File: src/design/sac_pkg.sv
package sac_pkg;

  // register byte offsets
  localparam logic [7:0] CTRL_OFS = 8'h00;
  localparam logic [7:0] CFG_OFS  = 8'h04;
  localparam logic [7:0] RESH_OFS = 8'h08;
  localparam logic [7:0] RESL_OFS = 8'h0C;
  localparam logic [7:0] TMR_OFS  = 8'h10;

  // control register fields
  localparam int EN_B    = 0;
  localparam int DTM_B   = 1;
  localparam int SRC_LSB = 2;
  localparam int BUSY_B  = 5;
  localparam int DONE_B  = 6;
  localparam int IE_B    = 7;

  // configuration register fields
  localparam int GAIN_B = 0;
  localparam int EB_B   = 1;
  localparam int LJ_B   = 2;
  localparam int SC_LSB = 3;

  // timer width register fields
  localparam int T2W_B = 0;
  localparam int T3W_B = 1;

  localparam logic [4:0] SC_RST = 5'h1F;

  // start source encodings
  localparam logic [2:0] SRC_SW  = 3'h0;
  localparam logic [2:0] SRC_T0  = 3'h1;
  localparam logic [2:0] SRC_T2  = 3'h2;
  localparam logic [2:0] SRC_T1  = 3'h3;
  localparam logic [2:0] SRC_EXT = 3'h4;
  localparam logic [2:0] SRC_T3  = 3'h5;

  // timing in sar clocks, bit counts and sar start code
  localparam logic [3:0] CONV_CLKS_10 = 4'hD;
  localparam logic [3:0] CONV_CLKS_8  = CONV_CLKS_10 - 4'h2;
  localparam logic [3:0] DELAY_CLKS   = 4'h3;
  localparam logic [3:0] BITS_10      = 4'hA;
  localparam logic [3:0] BITS_8       = 4'h8;
  localparam logic [9:0] SAR_MSB      = 10'h200;

  typedef enum logic [1:0] {ST_IDLE, ST_DELAY, ST_CONV} sac_state_t;

  typedef struct packed {
    logic t0;
    logic t1;
    logic t2_lo;
    logic t2_hi;
    logic t3_lo;
    logic t3_hi;
  } sac_tmr_ovf_t;

  typedef struct packed {
    sac_state_t  state;
    logic        enable;
    logic        dtm;
    logic [2:0]  src;
    logic        ie;
    logic        done;
    logic        lj;
    logic        eb;
    logic        gain;
    logic [4:0]  sc;
    logic        t2_16;
    logic        t3_16;
    logic [4:0]  div;
    logic [3:0]  cnt;
    logic        cbe;
    logic [9:0]  sar;
    logic [7:0]  res_hi;
    logic [7:0]  res_lo;
    logic        ext_s1;
    logic        ext_s2;
    logic        ext_s3;
    logic        track;
    logic        irq;
    logic        hwr;
    logic        hrd;
    logic        hok;
    logic [7:0]  hadr;
    logic        hready;
    logic [31:0] hrdata;
  } sac_st_t;

endpackage

File: src/design/sac_conv_ctrl.sv
// The AHB-Lite slave port and the register offsets were chosen for this implementation.
`timescale 1ns/1ns
// Behaviour
// - enable low means shutdown, no conversions
// - completion writes 10-bit code to result bytes
// - justify select: low ten or high ten
// - unused result bits read zero
// - binary search gives linear unsigned code
// - eight-bit mode: 8 msbs in high byte
// - eight-bit mode ignores justify select
// - eight-bit conversion two sar clocks shorter
// - 13 sar clocks, or 11 in eight-bit
// - sar clock divided by divider field plus one
// - start source picks one of six triggers
// - software busy write starts conversion
// - pin rising edge starts conversion
// - timers 2/3 use width-selected overflow
// - busy high for whole conversion
// - busy falling sets done, requests interrupt; a shutdown abort drops busy without setting done
// - results valid whenever done reads one
// - delayed mode tracks three sar clocks first
// - immediate mode converts at trigger
// - internal sources track whenever not converting
// - pin source: track if delayed or pin low
module sac_conv_ctrl (
  input  wire logic                  hclk,
  input  wire logic                  hresetn,
  input  wire logic                  hsel,
  input  wire logic [31:0]           haddr,
  input  wire logic [1:0]            htrans,
  input  wire logic                  hwrite,
  input  wire logic [2:0]            hsize,
  input  wire logic [31:0]           hwdata,
  input  wire logic                  hready,
  output logic                       hreadyout,
  output logic                       hresp,
  output logic [31:0]                hrdata,
  input  wire sac_pkg::sac_tmr_ovf_t tmr_ovf,
  input  wire logic                  external_convert_start,
  input  wire logic                  cmp_above,
  output logic                       converter_power,
  output logic                       track_enable,
  output logic [9:0]                 dac_code,
  output logic                       conversion_irq
);

  sac_pkg::sac_st_t s_q;
  sac_pkg::sac_st_t s_d;
  logic             acc;
  logic             tick;
  logic             trig;
  logic             sw_go;
  logic             clr_done;
  logic             ext_edge;
  logic [3:0]       bi;
  logic [3:0]       nb;
  logic [3:0]       total;
  logic [31:0]      rd_val;

  assign tick     = s_q.enable && (s_q.div == 5'h00);
  assign ext_edge = s_q.ext_s2 && !s_q.ext_s3;
  assign acc      = hsel && htrans[1] && hready;
  assign nb       = s_q.cbe ? sac_pkg::BITS_8 : sac_pkg::BITS_10;
  assign total    = s_q.cbe ? sac_pkg::CONV_CLKS_8 : sac_pkg::CONV_CLKS_10;
  assign bi       = 4'(sac_pkg::BITS_10 - s_q.cnt);

  always_comb begin
    rd_val = 32'h0000_0000;
    if (!s_q.hok) begin
      rd_val = 32'h0000_0000;
    end else if (s_q.hadr == sac_pkg::CTRL_OFS) begin
      rd_val[sac_pkg::EN_B]                       = s_q.enable;
      rd_val[sac_pkg::DTM_B]                      = s_q.dtm;
      rd_val[sac_pkg::SRC_LSB +: 3]               = s_q.src;
      rd_val[sac_pkg::BUSY_B]                     = s_q.state != sac_pkg::ST_IDLE;
      rd_val[sac_pkg::DONE_B]                     = s_q.done;
      rd_val[sac_pkg::IE_B]                       = s_q.ie;
    end else if (s_q.hadr == sac_pkg::CFG_OFS) begin
      rd_val[sac_pkg::GAIN_B]                     = s_q.gain;
      rd_val[sac_pkg::EB_B]                       = s_q.eb;
      rd_val[sac_pkg::LJ_B]                       = s_q.lj;
      rd_val[sac_pkg::SC_LSB +: 5]                = s_q.sc;
    end else if (s_q.hadr == sac_pkg::RESH_OFS) begin
      rd_val[7:0]                                 = s_q.res_hi;
    end else if (s_q.hadr == sac_pkg::RESL_OFS) begin
      rd_val[7:0]                                 = s_q.res_lo;
    end else if (s_q.hadr == sac_pkg::TMR_OFS) begin
      rd_val[sac_pkg::T2W_B]                      = s_q.t2_16;
      rd_val[sac_pkg::T3W_B]                      = s_q.t3_16;
    end
  end

  always_comb begin
    s_d      = s_q;
    sw_go    = 1'b0;
    clr_done = 1'b0;
    trig     = 1'b0;

    // bus: writes are zero-wait, reads take one wait state
    s_d.hwr    = acc && hwrite;
    s_d.hrd    = acc && !hwrite;
    s_d.hready = !(acc && !hwrite);
    if (acc) begin
      s_d.hadr = haddr[7:0];
      s_d.hok  = (haddr[31:8] == 24'h00_0000) && (hsize == 3'h2);
    end
    if (s_q.hrd) begin
      s_d.hrdata = rd_val;
    end
    if (s_q.hwr && s_q.hok) begin
      if (s_q.hadr == sac_pkg::CTRL_OFS) begin
        s_d.enable = hwdata[sac_pkg::EN_B];
        s_d.dtm    = hwdata[sac_pkg::DTM_B];
        s_d.src    = hwdata[sac_pkg::SRC_LSB +: 3];
        s_d.ie     = hwdata[sac_pkg::IE_B];
        sw_go      = hwdata[sac_pkg::BUSY_B];
        clr_done   = !hwdata[sac_pkg::DONE_B];
      end else if (s_q.hadr == sac_pkg::CFG_OFS) begin
        s_d.gain = hwdata[sac_pkg::GAIN_B];
        s_d.eb   = hwdata[sac_pkg::EB_B];
        s_d.lj   = hwdata[sac_pkg::LJ_B];
        s_d.sc   = hwdata[sac_pkg::SC_LSB +: 5];
      end else if (s_q.hadr == sac_pkg::TMR_OFS) begin
        s_d.t2_16 = hwdata[sac_pkg::T2W_B];
        s_d.t3_16 = hwdata[sac_pkg::T3W_B];
      end
    end
    if (clr_done) begin
      s_d.done = 1'b0;
    end

    s_d.ext_s1 = external_convert_start;
    s_d.ext_s2 = s_q.ext_s1;
    s_d.ext_s3 = s_q.ext_s2;

    case (s_q.src)
      sac_pkg::SRC_SW:  trig = sw_go;
      sac_pkg::SRC_T0:  trig = tmr_ovf.t0;
      sac_pkg::SRC_T2:  trig = s_q.t2_16 ? tmr_ovf.t2_hi : tmr_ovf.t2_lo;
      sac_pkg::SRC_T1:  trig = tmr_ovf.t1;
      sac_pkg::SRC_EXT: trig = ext_edge;
      sac_pkg::SRC_T3:  trig = s_q.t3_16 ? tmr_ovf.t3_hi : tmr_ovf.t3_lo;
      default:          trig = 1'b0;
    endcase

    if (!s_q.enable) begin
      // shutdown aborts any conversion without flagging completion
      s_d.state = sac_pkg::ST_IDLE;
      s_d.div   = s_q.sc;
      s_d.cnt   = 4'h0;
    end else begin
      s_d.div = tick ? s_q.sc : 5'(s_q.div - 5'h01);
      case (s_q.state)
        sac_pkg::ST_IDLE: begin
          if (trig) begin
            s_d.cnt = 4'h0;
            s_d.cbe = s_q.eb;
            if (s_q.dtm) begin
              s_d.state = sac_pkg::ST_DELAY;
            end else begin
              s_d.state = sac_pkg::ST_CONV;
              s_d.sar   = sac_pkg::SAR_MSB;
            end
          end
        end
        sac_pkg::ST_DELAY: begin
          if (tick) begin
            if (s_q.cnt == 4'(sac_pkg::DELAY_CLKS - 4'h1)) begin
              s_d.state = sac_pkg::ST_CONV;
              s_d.cnt   = 4'h0;
              s_d.sar   = sac_pkg::SAR_MSB;
            end else begin
              s_d.cnt = 4'(s_q.cnt + 4'h1);
            end
          end
        end
        sac_pkg::ST_CONV: begin
          if (tick) begin
            // one bit per sar clock, msb first
            if (s_q.cnt >= 4'h1 && s_q.cnt <= nb) begin
              if (!cmp_above) begin
                s_d.sar[bi] = 1'b0;
              end
              if (s_q.cnt < nb) begin
                s_d.sar[4'(bi - 4'h1)] = 1'b1;
              end
            end
            if (s_q.cnt == 4'(total - 4'h1)) begin
              s_d.state = sac_pkg::ST_IDLE;
              s_d.done  = 1'b1;
              if (s_q.cbe) begin
                s_d.res_hi = s_q.sar[9:2];
                s_d.res_lo = 8'h00;
              end else if (s_q.lj) begin
                s_d.res_hi = s_q.sar[9:2];
                s_d.res_lo = {s_q.sar[1:0], 6'h00};
              end else begin
                s_d.res_hi = {6'h00, s_q.sar[9:8]};
                s_d.res_lo = s_q.sar[7:0];
              end
            end else begin
              s_d.cnt = 4'(s_q.cnt + 4'h1);
            end
          end
        end
        default: s_d.state = sac_pkg::ST_IDLE;
      endcase
    end

    // pin source in immediate mode tracks only while the pin is low
    s_d.track = s_d.enable && (s_d.state == sac_pkg::ST_DELAY ||
                (s_d.state == sac_pkg::ST_IDLE && (s_d.src != sac_pkg::SRC_EXT ||
                 s_d.dtm || !s_q.ext_s2)));
    s_d.irq = s_d.done && s_d.ie;
  end

  always_ff @(posedge hclk or negedge hresetn) begin
    if (!hresetn) begin
      s_q        <= '0;
      s_q.state  <= sac_pkg::ST_IDLE;
      s_q.sc     <= sac_pkg::SC_RST;
      s_q.div    <= sac_pkg::SC_RST;
      s_q.hready <= 1'b1;
    end else begin
      s_q <= s_d;
    end
  end

  assign hreadyout       = s_q.hready;
  assign hresp           = s_q.hwr && 1'b0;
  assign hrdata          = s_q.hrdata;
  assign converter_power = s_q.enable;
  assign track_enable    = s_q.track;
  assign dac_code        = s_q.sar;
  assign conversion_irq  = s_q.irq;

  // helper: sar clocks counted over each conversion
  logic       busy;
  logic [4:0] h_cnt;
  logic [4:0] h_exp;

  assign busy = s_q.state != sac_pkg::ST_IDLE;

  always_ff @(posedge hclk or negedge hresetn) begin
    if (!hresetn) begin
      h_cnt <= 5'h00;
      h_exp <= 5'h00;
    end else if (!busy) begin
      h_cnt <= 5'h00;
      h_exp <= 5'({1'b0, s_q.eb ? sac_pkg::CONV_CLKS_8 : sac_pkg::CONV_CLKS_10} +
                  (s_q.dtm ? {1'b0, sac_pkg::DELAY_CLKS} : 5'h00));
    end else if (tick) begin
      h_cnt <= 5'(h_cnt + 5'h01);
    end
  end
endmodule // sac_conv_ctrl

File: config.mk
export PLATFORM = sky130hd
export DESIGN_NAME = sac_conv_ctrl
export DESIGN_NICKNAME = d
export VERILOG_FILES = /design/src/design/sac_pkg.sv /design/src/design/sac_conv_ctrl.sv
export SDC_FILE = /design/constraint.sdc
export NUM_CORES = 1
export LEC_CHECK = 0
export ABC_AREA = 1
export CELL_PAD_IN_SITES_DETAIL_PLACEMENT = 0
export CELL_PAD_IN_SITES_GLOBAL_PLACEMENT = 1
export CORE_MARGIN = 1.5
export CORE_UTILIZATION = 46
export CTS_CLUSTER_SIZE = 12
export DETAILED_ROUTE_END_ITERATION = 12
export DONT_BUFFER_PORTS = 1
export PLACE_DENSITY = 0.84
export SLEW_MARGIN = 10
export SYNTH_ARGS = -nofsm -noshare
export SYNTH_HDL_FRONTEND = slang
export SYNTH_SLANG_ARGS = --single-unit
File: constraint.sdc
create_clock -name hclk -period 2.3 [get_ports hclk]
set_input_delay 0.115 -clock hclk [delete_from_list [all_inputs] [get_ports hclk]]
set_output_delay 0.115 -clock hclk [all_outputs]
set_load 0.05 [all_outputs]
Yosys cells after proc, flatten, opt, wreduce, memory -nomap -nowiden
Index checks and enable logic that the tools add are counted.
W data, S select, Z words.
{"block": "word_totals", "ff_bits": 80, "latch_bits": 0, "ram_bits": 0, "rom_bits": 0, "inputBits": 82, "word_cells": 167, "mem_count": 0}
{"block": "op_classes", "n_addsub": 5, "n_mul": 0, "n_div": 0, "order_cmp": 7, "eq_ne": 27, "n_shift": 0, "mux": 58, "n_bitwise": 5, "reduce_logical": 36}
{"cell": "$mux W10", "count": 10}
{"cell": "$mux W16", "count": 3}
{"cell": "$mux W8", "count": 4}
{"cell": "$pmux W10 S3", "count": 1}
{"cell": "$mux W26", "count": 1}
{"cell": "$logic_not A24 Y1", "count": 1}
{"cell": "$mux W2", "count": 10}
{"cell": "$mux W6", "count": 3}
{"cell": "$eq A8 B4 Y1 const B", "count": 2}
{"cell": "$mux W4", "count": 4}
{"cell": "$mux W15", "count": 1}
{"cell": "$ne A3 B3 Y1 const B", "count": 5}
{"cell": "$logic_and A1 B1 Y1", "count": 14}
{"cell": "$mux W1", "count": 13}
{"cell": "$ge A4 B1 Y1 const B", "count": 3}
{"cell": "$ne A2 B2 Y1 const B", "count": 6}
{"cell": "$pmux W4 S3", "count": 1}
{"cell": "$and A10 B10 Y10", "count": 1}
{"cell": "$lt A4 B5 Y1 const B", "count": 2}
{"cell": "$not A10 Y10", "count": 1}
{"cell": "$or A10 B10 Y10", "count": 1}
{"cell": "$eq A3 B2 Y1 const B", "count": 3}
{"cell": "$mux W9", "count": 1}
{"cell": "$demux W1 S4", "count": 2}
{"cell": "32 further kinds", "count": 45}

Logic depth before layout (Yosys ltp)
{"block": "logic_depth", "depth_word": 17, "ltp_mapped": 13}

Worst setup path before layout
OpenSTA, ideal clock, no wires.
{"block": "synth_timing", "path_kind": "reg-to-reg", "from": "register s_q[76] (netlist name)", "to": "register s_q, in the netlist dac_code[9]", "setup_time_ps": 123, "t_arrival_ps": 1822, "slack_ps": 355, "path_stages_with_launch": 12, "path_buffers": 1, "period_less_slack_ps": 1945, "cell_sequence": "dfrtp_1 inv_1 ha_1 inv_1 nor3_1 or2_2 nand4_1 nor2_1 nand2_2 buf_6 o21ai_0 nand2_1"}
{"block": "synth_via", "elab_chain_len": 17, "elab_cells_between_ends": 32}
{"element": "start: declaration", "line_no": "sac_conv_ctrl.sv:47", "text": "sac_pkg::sac_st_t s_q;"}
{"element": "$sub A4 B4 Y4", "line_no": "sac_conv_ctrl.sv:65", "text": "assign bi = 4'(sac_pkg::BITS_10 - s_q.cnt);"}
{"element": "$lt A4 B5 Y1 (implied by the code) or $ge A4 B1 Y1 (tied branches)", "line_no": "sac_conv_ctrl.sv:182", "text": "s_d.sar[bi] = 1'b0;"}
{"element": "$logic_and A1 B1 Y1 (implied by the code)", "line_no": "sac_conv_ctrl.sv:182"}
{"element": "$mux W1 (implied by the code)", "line_no": "sac_conv_ctrl.sv:182"}
{"element": "$demux W1 S4", "line_no": "sac_conv_ctrl.sv:182"}
{"element": "$not A10 Y10 (no source line)"}
{"element": "$and A10 B10 Y10 (no source line)"}
{"element": "$mux W10", "line_no": "sac_conv_ctrl.sv:181", "text": "if (!cmp_above) begin"}
{"element": "$mux W10", "line_no": "sac_conv_ctrl.sv:180", "text": "if (s_q.cnt >= 4'h1 && s_q.cnt <= nb) begin"}
{"element": "$mux W10", "line_no": "sac_conv_ctrl.sv:178", "text": "if (tick) begin"}
{"element": "$mux W10", "line_no": "sac_conv_ctrl.sv:153", "text": "case (s_q.state)"}
{"element": "$mux W10", "line_no": "sac_conv_ctrl.sv:146", "text": "if (!s_q.enable) begin"}
{"element": "$or A10 B10 Y10 (no source line)"}
{"element": "$mux W10", "line_no": "sac_conv_ctrl.sv:184", "text": "if (s_q.cnt < nb) begin"}
{"element": "$mux W10", "line_no": "sac_conv_ctrl.sv:180"}
{"element": "$mux W26", "line_no": "sac_conv_ctrl.sv:178"}
{"element": "$pmux W10 S3", "line_no": "sac_conv_ctrl.sv:153"}
Several ways; a longest one is shown, not always the timed one. The select of a mux whose other input is x is not followed.
A chain may end at the register's enable or synchronous reset.

Worst setup path after layout
{"block": "layout_timing", "from": "register s_q[77] (netlist name)", "to": "register s_q, in the netlist dac_code[0]"}
Same word-level chain as after synthesis.

==> results.toml <==
[outcome]
outcome = "complete, no violations"

[timing]
max-slew-margin-rel = 0.543
clock.fmax_mhz = 493
setup_slack_ns = 0.273
final_max_slew_viol_count = 0
worst_pin_slew_ns = 0.685
tns_ns = 0
hold_viol_final = 0
period_share = 0.881
worst_clock_skew_ns = 0.0133
min_period_ns = 2.03
rsz0062_at_grt = "false"
setup_viol = 0

[cells_and_area]
layout_common_cells = "146 x nand2_1, 69 x inv_1, 69 x dfrtp_1, 52 x nor2_1, 52 x o21ai_0"
final_common_cell = "nand2_1"
final_nets = 723
areaGrowthSynthToFinish_pct = 8.33
drive_gt1_frac = 0.106
antenna_cells = 0

[worst_setup_path]
cp_slowest_cell = "dfrtp_1"
cp-start-kind = "flip-flop"
regToRegEndpoint = "dac_code[0]$_DFFE_PN0P_"
required_ns = 2.54
cp.arrival_ns = 2.27
crit_top_cell = "nand2_1"
r2r_cells = 11
critPathKind = "flip-flop to flip-flop"
timing.rr.start = "s_q[77]$_DFFE_PN0P_"
crit_chain = "ha_1 > inv_1 > nor3_1 > or2_2 > nand4_1 > nor2_1 > nand2_2 > inv_2 > nand2_1 > nand2_1 > nand2_1"
end_kind = "flip-flop"
path_max_fanout = 12
max_stage_delay_ns = 0.45
r2r_slack_ns = 0.27

[yosys]
yosysSeqAreaShare = 0.422
synth.area.top_cells = "dfrtp_1 36%, nand2_1 11%, buf_4 7.2%"
ys_seq_elements = 80
syn-mean-instance-area_um2 = 7.79
synth_top_area_cell = "dfrtp_1"
synth_top_area_share = 0.361
syn_area_um2 = 4780
synthCells = 613
ys_types = 41
synth_edf_count = 0
synthArstFlopShare = 1.00
ys.flop_type = "dfrtp_1"
ys_warn_count = 0

[hold_path]
worst_hold_path_type = "primary input to flip-flop"
hold_path_depth = 2
hp-start = "hwdata[0]"
min_to = "s_q[92]$_DFFE_PN0P_"

[detailed_routing]
wl_per_cell_um = 14.6
drt_pass1_iterations = 5
drc = 0
via_count = 3920
drt_iter0_drc = 246
vias_per_cell = 5.10
ant_nets = 0
wirelength_um = 11200

[global_routing]
grt_util_all_layers = 0.213
grt_antenna_before_repair = 0
grt_overflow = 0
grt_pass1_wl_um = 18500
grt_max_degree = 81
grt_pass1_vias = 3689

[pwr]
p_per_area_nw_per_um2 = 819
p_leak_nw = 2.58
fin_total_pwr_mw = 4.24
peakVddDrop_mv = 0.353

[floorplan]
dieArea_um2 = 11000
die_w_um = 105
rows = 37
core_um2 = 10200
die_h_um = 105
ios = 129
start_util = 0.469

[place]
place_ws_ns = 0.286
gp_congestion = 0.895
hpwl_um = 8070
port_buffers = 0

[clock_network]
clkTransAtPathRegs_ns = 0.08
cts_setup_buffers = 0
cts_tree = "built"
cts_num_sinks = 80
root_buffer = "clkbuf_8"
clk-insertion-delay-late_ns = 0.35
clock_path_buffers = 2
h-tree-depth = 3
cts_buffers = 9

[run]
drv_cap = 0
## metal layers
| metal | wire [µm] | global-route usage | vias up |
|---|---|---|---|
| met1 | 5120 | 0.288 | 1838 |
| met3 | 598 | 0.0468 | 15 |
| li1 | - | - | 1939 |
| met2 | 5250 | 0.336 | 128 |
| met4 | 217 | 0.0753 | 0 |
| met5 | 0 | 0 | - |
## sequential cells by signal (all words and copies together) (netlist names)
signal / cells
hreadyout: 1
converter_power: 1
conversion_irq: 1
track_enable: 1
s_q: 56
s_d: 2
hrdata: 8
dac_code: 10
## synthesized netlist by cell type, types with 3 or more instances
library cell and instances:
ha_1 14, o22ai_1 4, nand2_2 9, xor2_1 4
inv_2 4, a31oi_1 4, nand4_1 8, o21ai_0 52
nor2_2 4, nor3_1 3, buf_6 3, clkbuf_1 3
a21oi_1 20, nand2_1 146, nand3_1 45, nor2_1 53
dfrtp_1 69, o21ai_1 11, dfstp_2 11, buf_4 46
inv_1 69, nor4_1 6
## layout make-up
cell class / instances / area (µm²)
Fill cell: 1010 / 5010
Multi-Input combinational cell: 431 / 2180
Sequential cell: 80 / 2020
Timing Repair Buffer: 32 / 333
Inverter: 73 / 274
Tap cell: 136 / 170
Clock buffer: 11 / 141
Clock inverter: 5 / 56.3
## worst max-delay path, delay by kind of cell (launching register included)
kind	cells	cell delay [ns]
buffers and inverters	2	0.24
AND/OR/NAND/NOR	8	1.03
flip-flops	1	0.45
adder cells (fa/ha/maj)	1	0.20
## stage by stage
stage / utilization / instances / hold slack, ns / instance area [µm²]
2_1_floorplan: - / 637 / -0.181 / 4870
4_1_cts: 0.508 / 768 / 0.00872 / 5170
6_report: 0.508 / 768 / 0.000789 / 5170
3_3_place_gp: 0.462 / 727 / -0.177 / 4710
3_5_place_dp: 0.462 / 727 / -0.178 / 4710
5_1_grt: 0.508 / 768 / 0.00762 / 5170
## how the worst max path moves through the flow
stage,start,endpoint,cells after the start
CTS,s_q[77]$_DFFE_PN0P_,dac_code[0]$_DFFE_PN0P_,11
floorplan,s_q[76]$_DFFE_PN0P_,dac_code[9]$_DFFE_PN0P_,11
detailed placement,s_q[77]$_DFFE_PN0P_,dac_code[0]$_DFFE_PN0P_,11
global route,s_q[77]$_DFFE_PN0P_,dac_code[0]$_DFFE_PN0P_,11
global placement,s_q[77]$_DFFE_PN0P_,dac_code[0]$_DFFE_PN0P_,11
finish,s_q[77]$_DFFE_PN0P_,dac_code[0]$_DFFE_PN0P_,11
## kinds of logic (layout without fill, tap and decap cells)
kind of cell / Yosys count / after routing / synth area share
simple gates: 288 / 288 / 0.275
buf+inv: 126 / 121 / 0.140
compound gates: 95 / 95 / 0.104
flops: 80 / 80 / 0.422
fa+ha+maj: 14 / 14 / 0.0367
xor+xnor: 7 / 7 / 0.0168
mux: 2 / 2 / 0.00471
other cells: 1 / 25 / 0.000785
## power by group
group	internal [mW]	total, mW	switching, mW
Combinational	0.481	1.44	0.958
Clock	0.532	1.05	0.513
Sequential	1.58	1.75	0.177
## what timing repair did
action                                  in CTS  in global routing
endpoints found under the setup margin       0                  1
hold endpoints to repair                   106                  0
resized for setup                            0                  1
hold buffers                                25                  0
(Power assumes the default switching activity.)
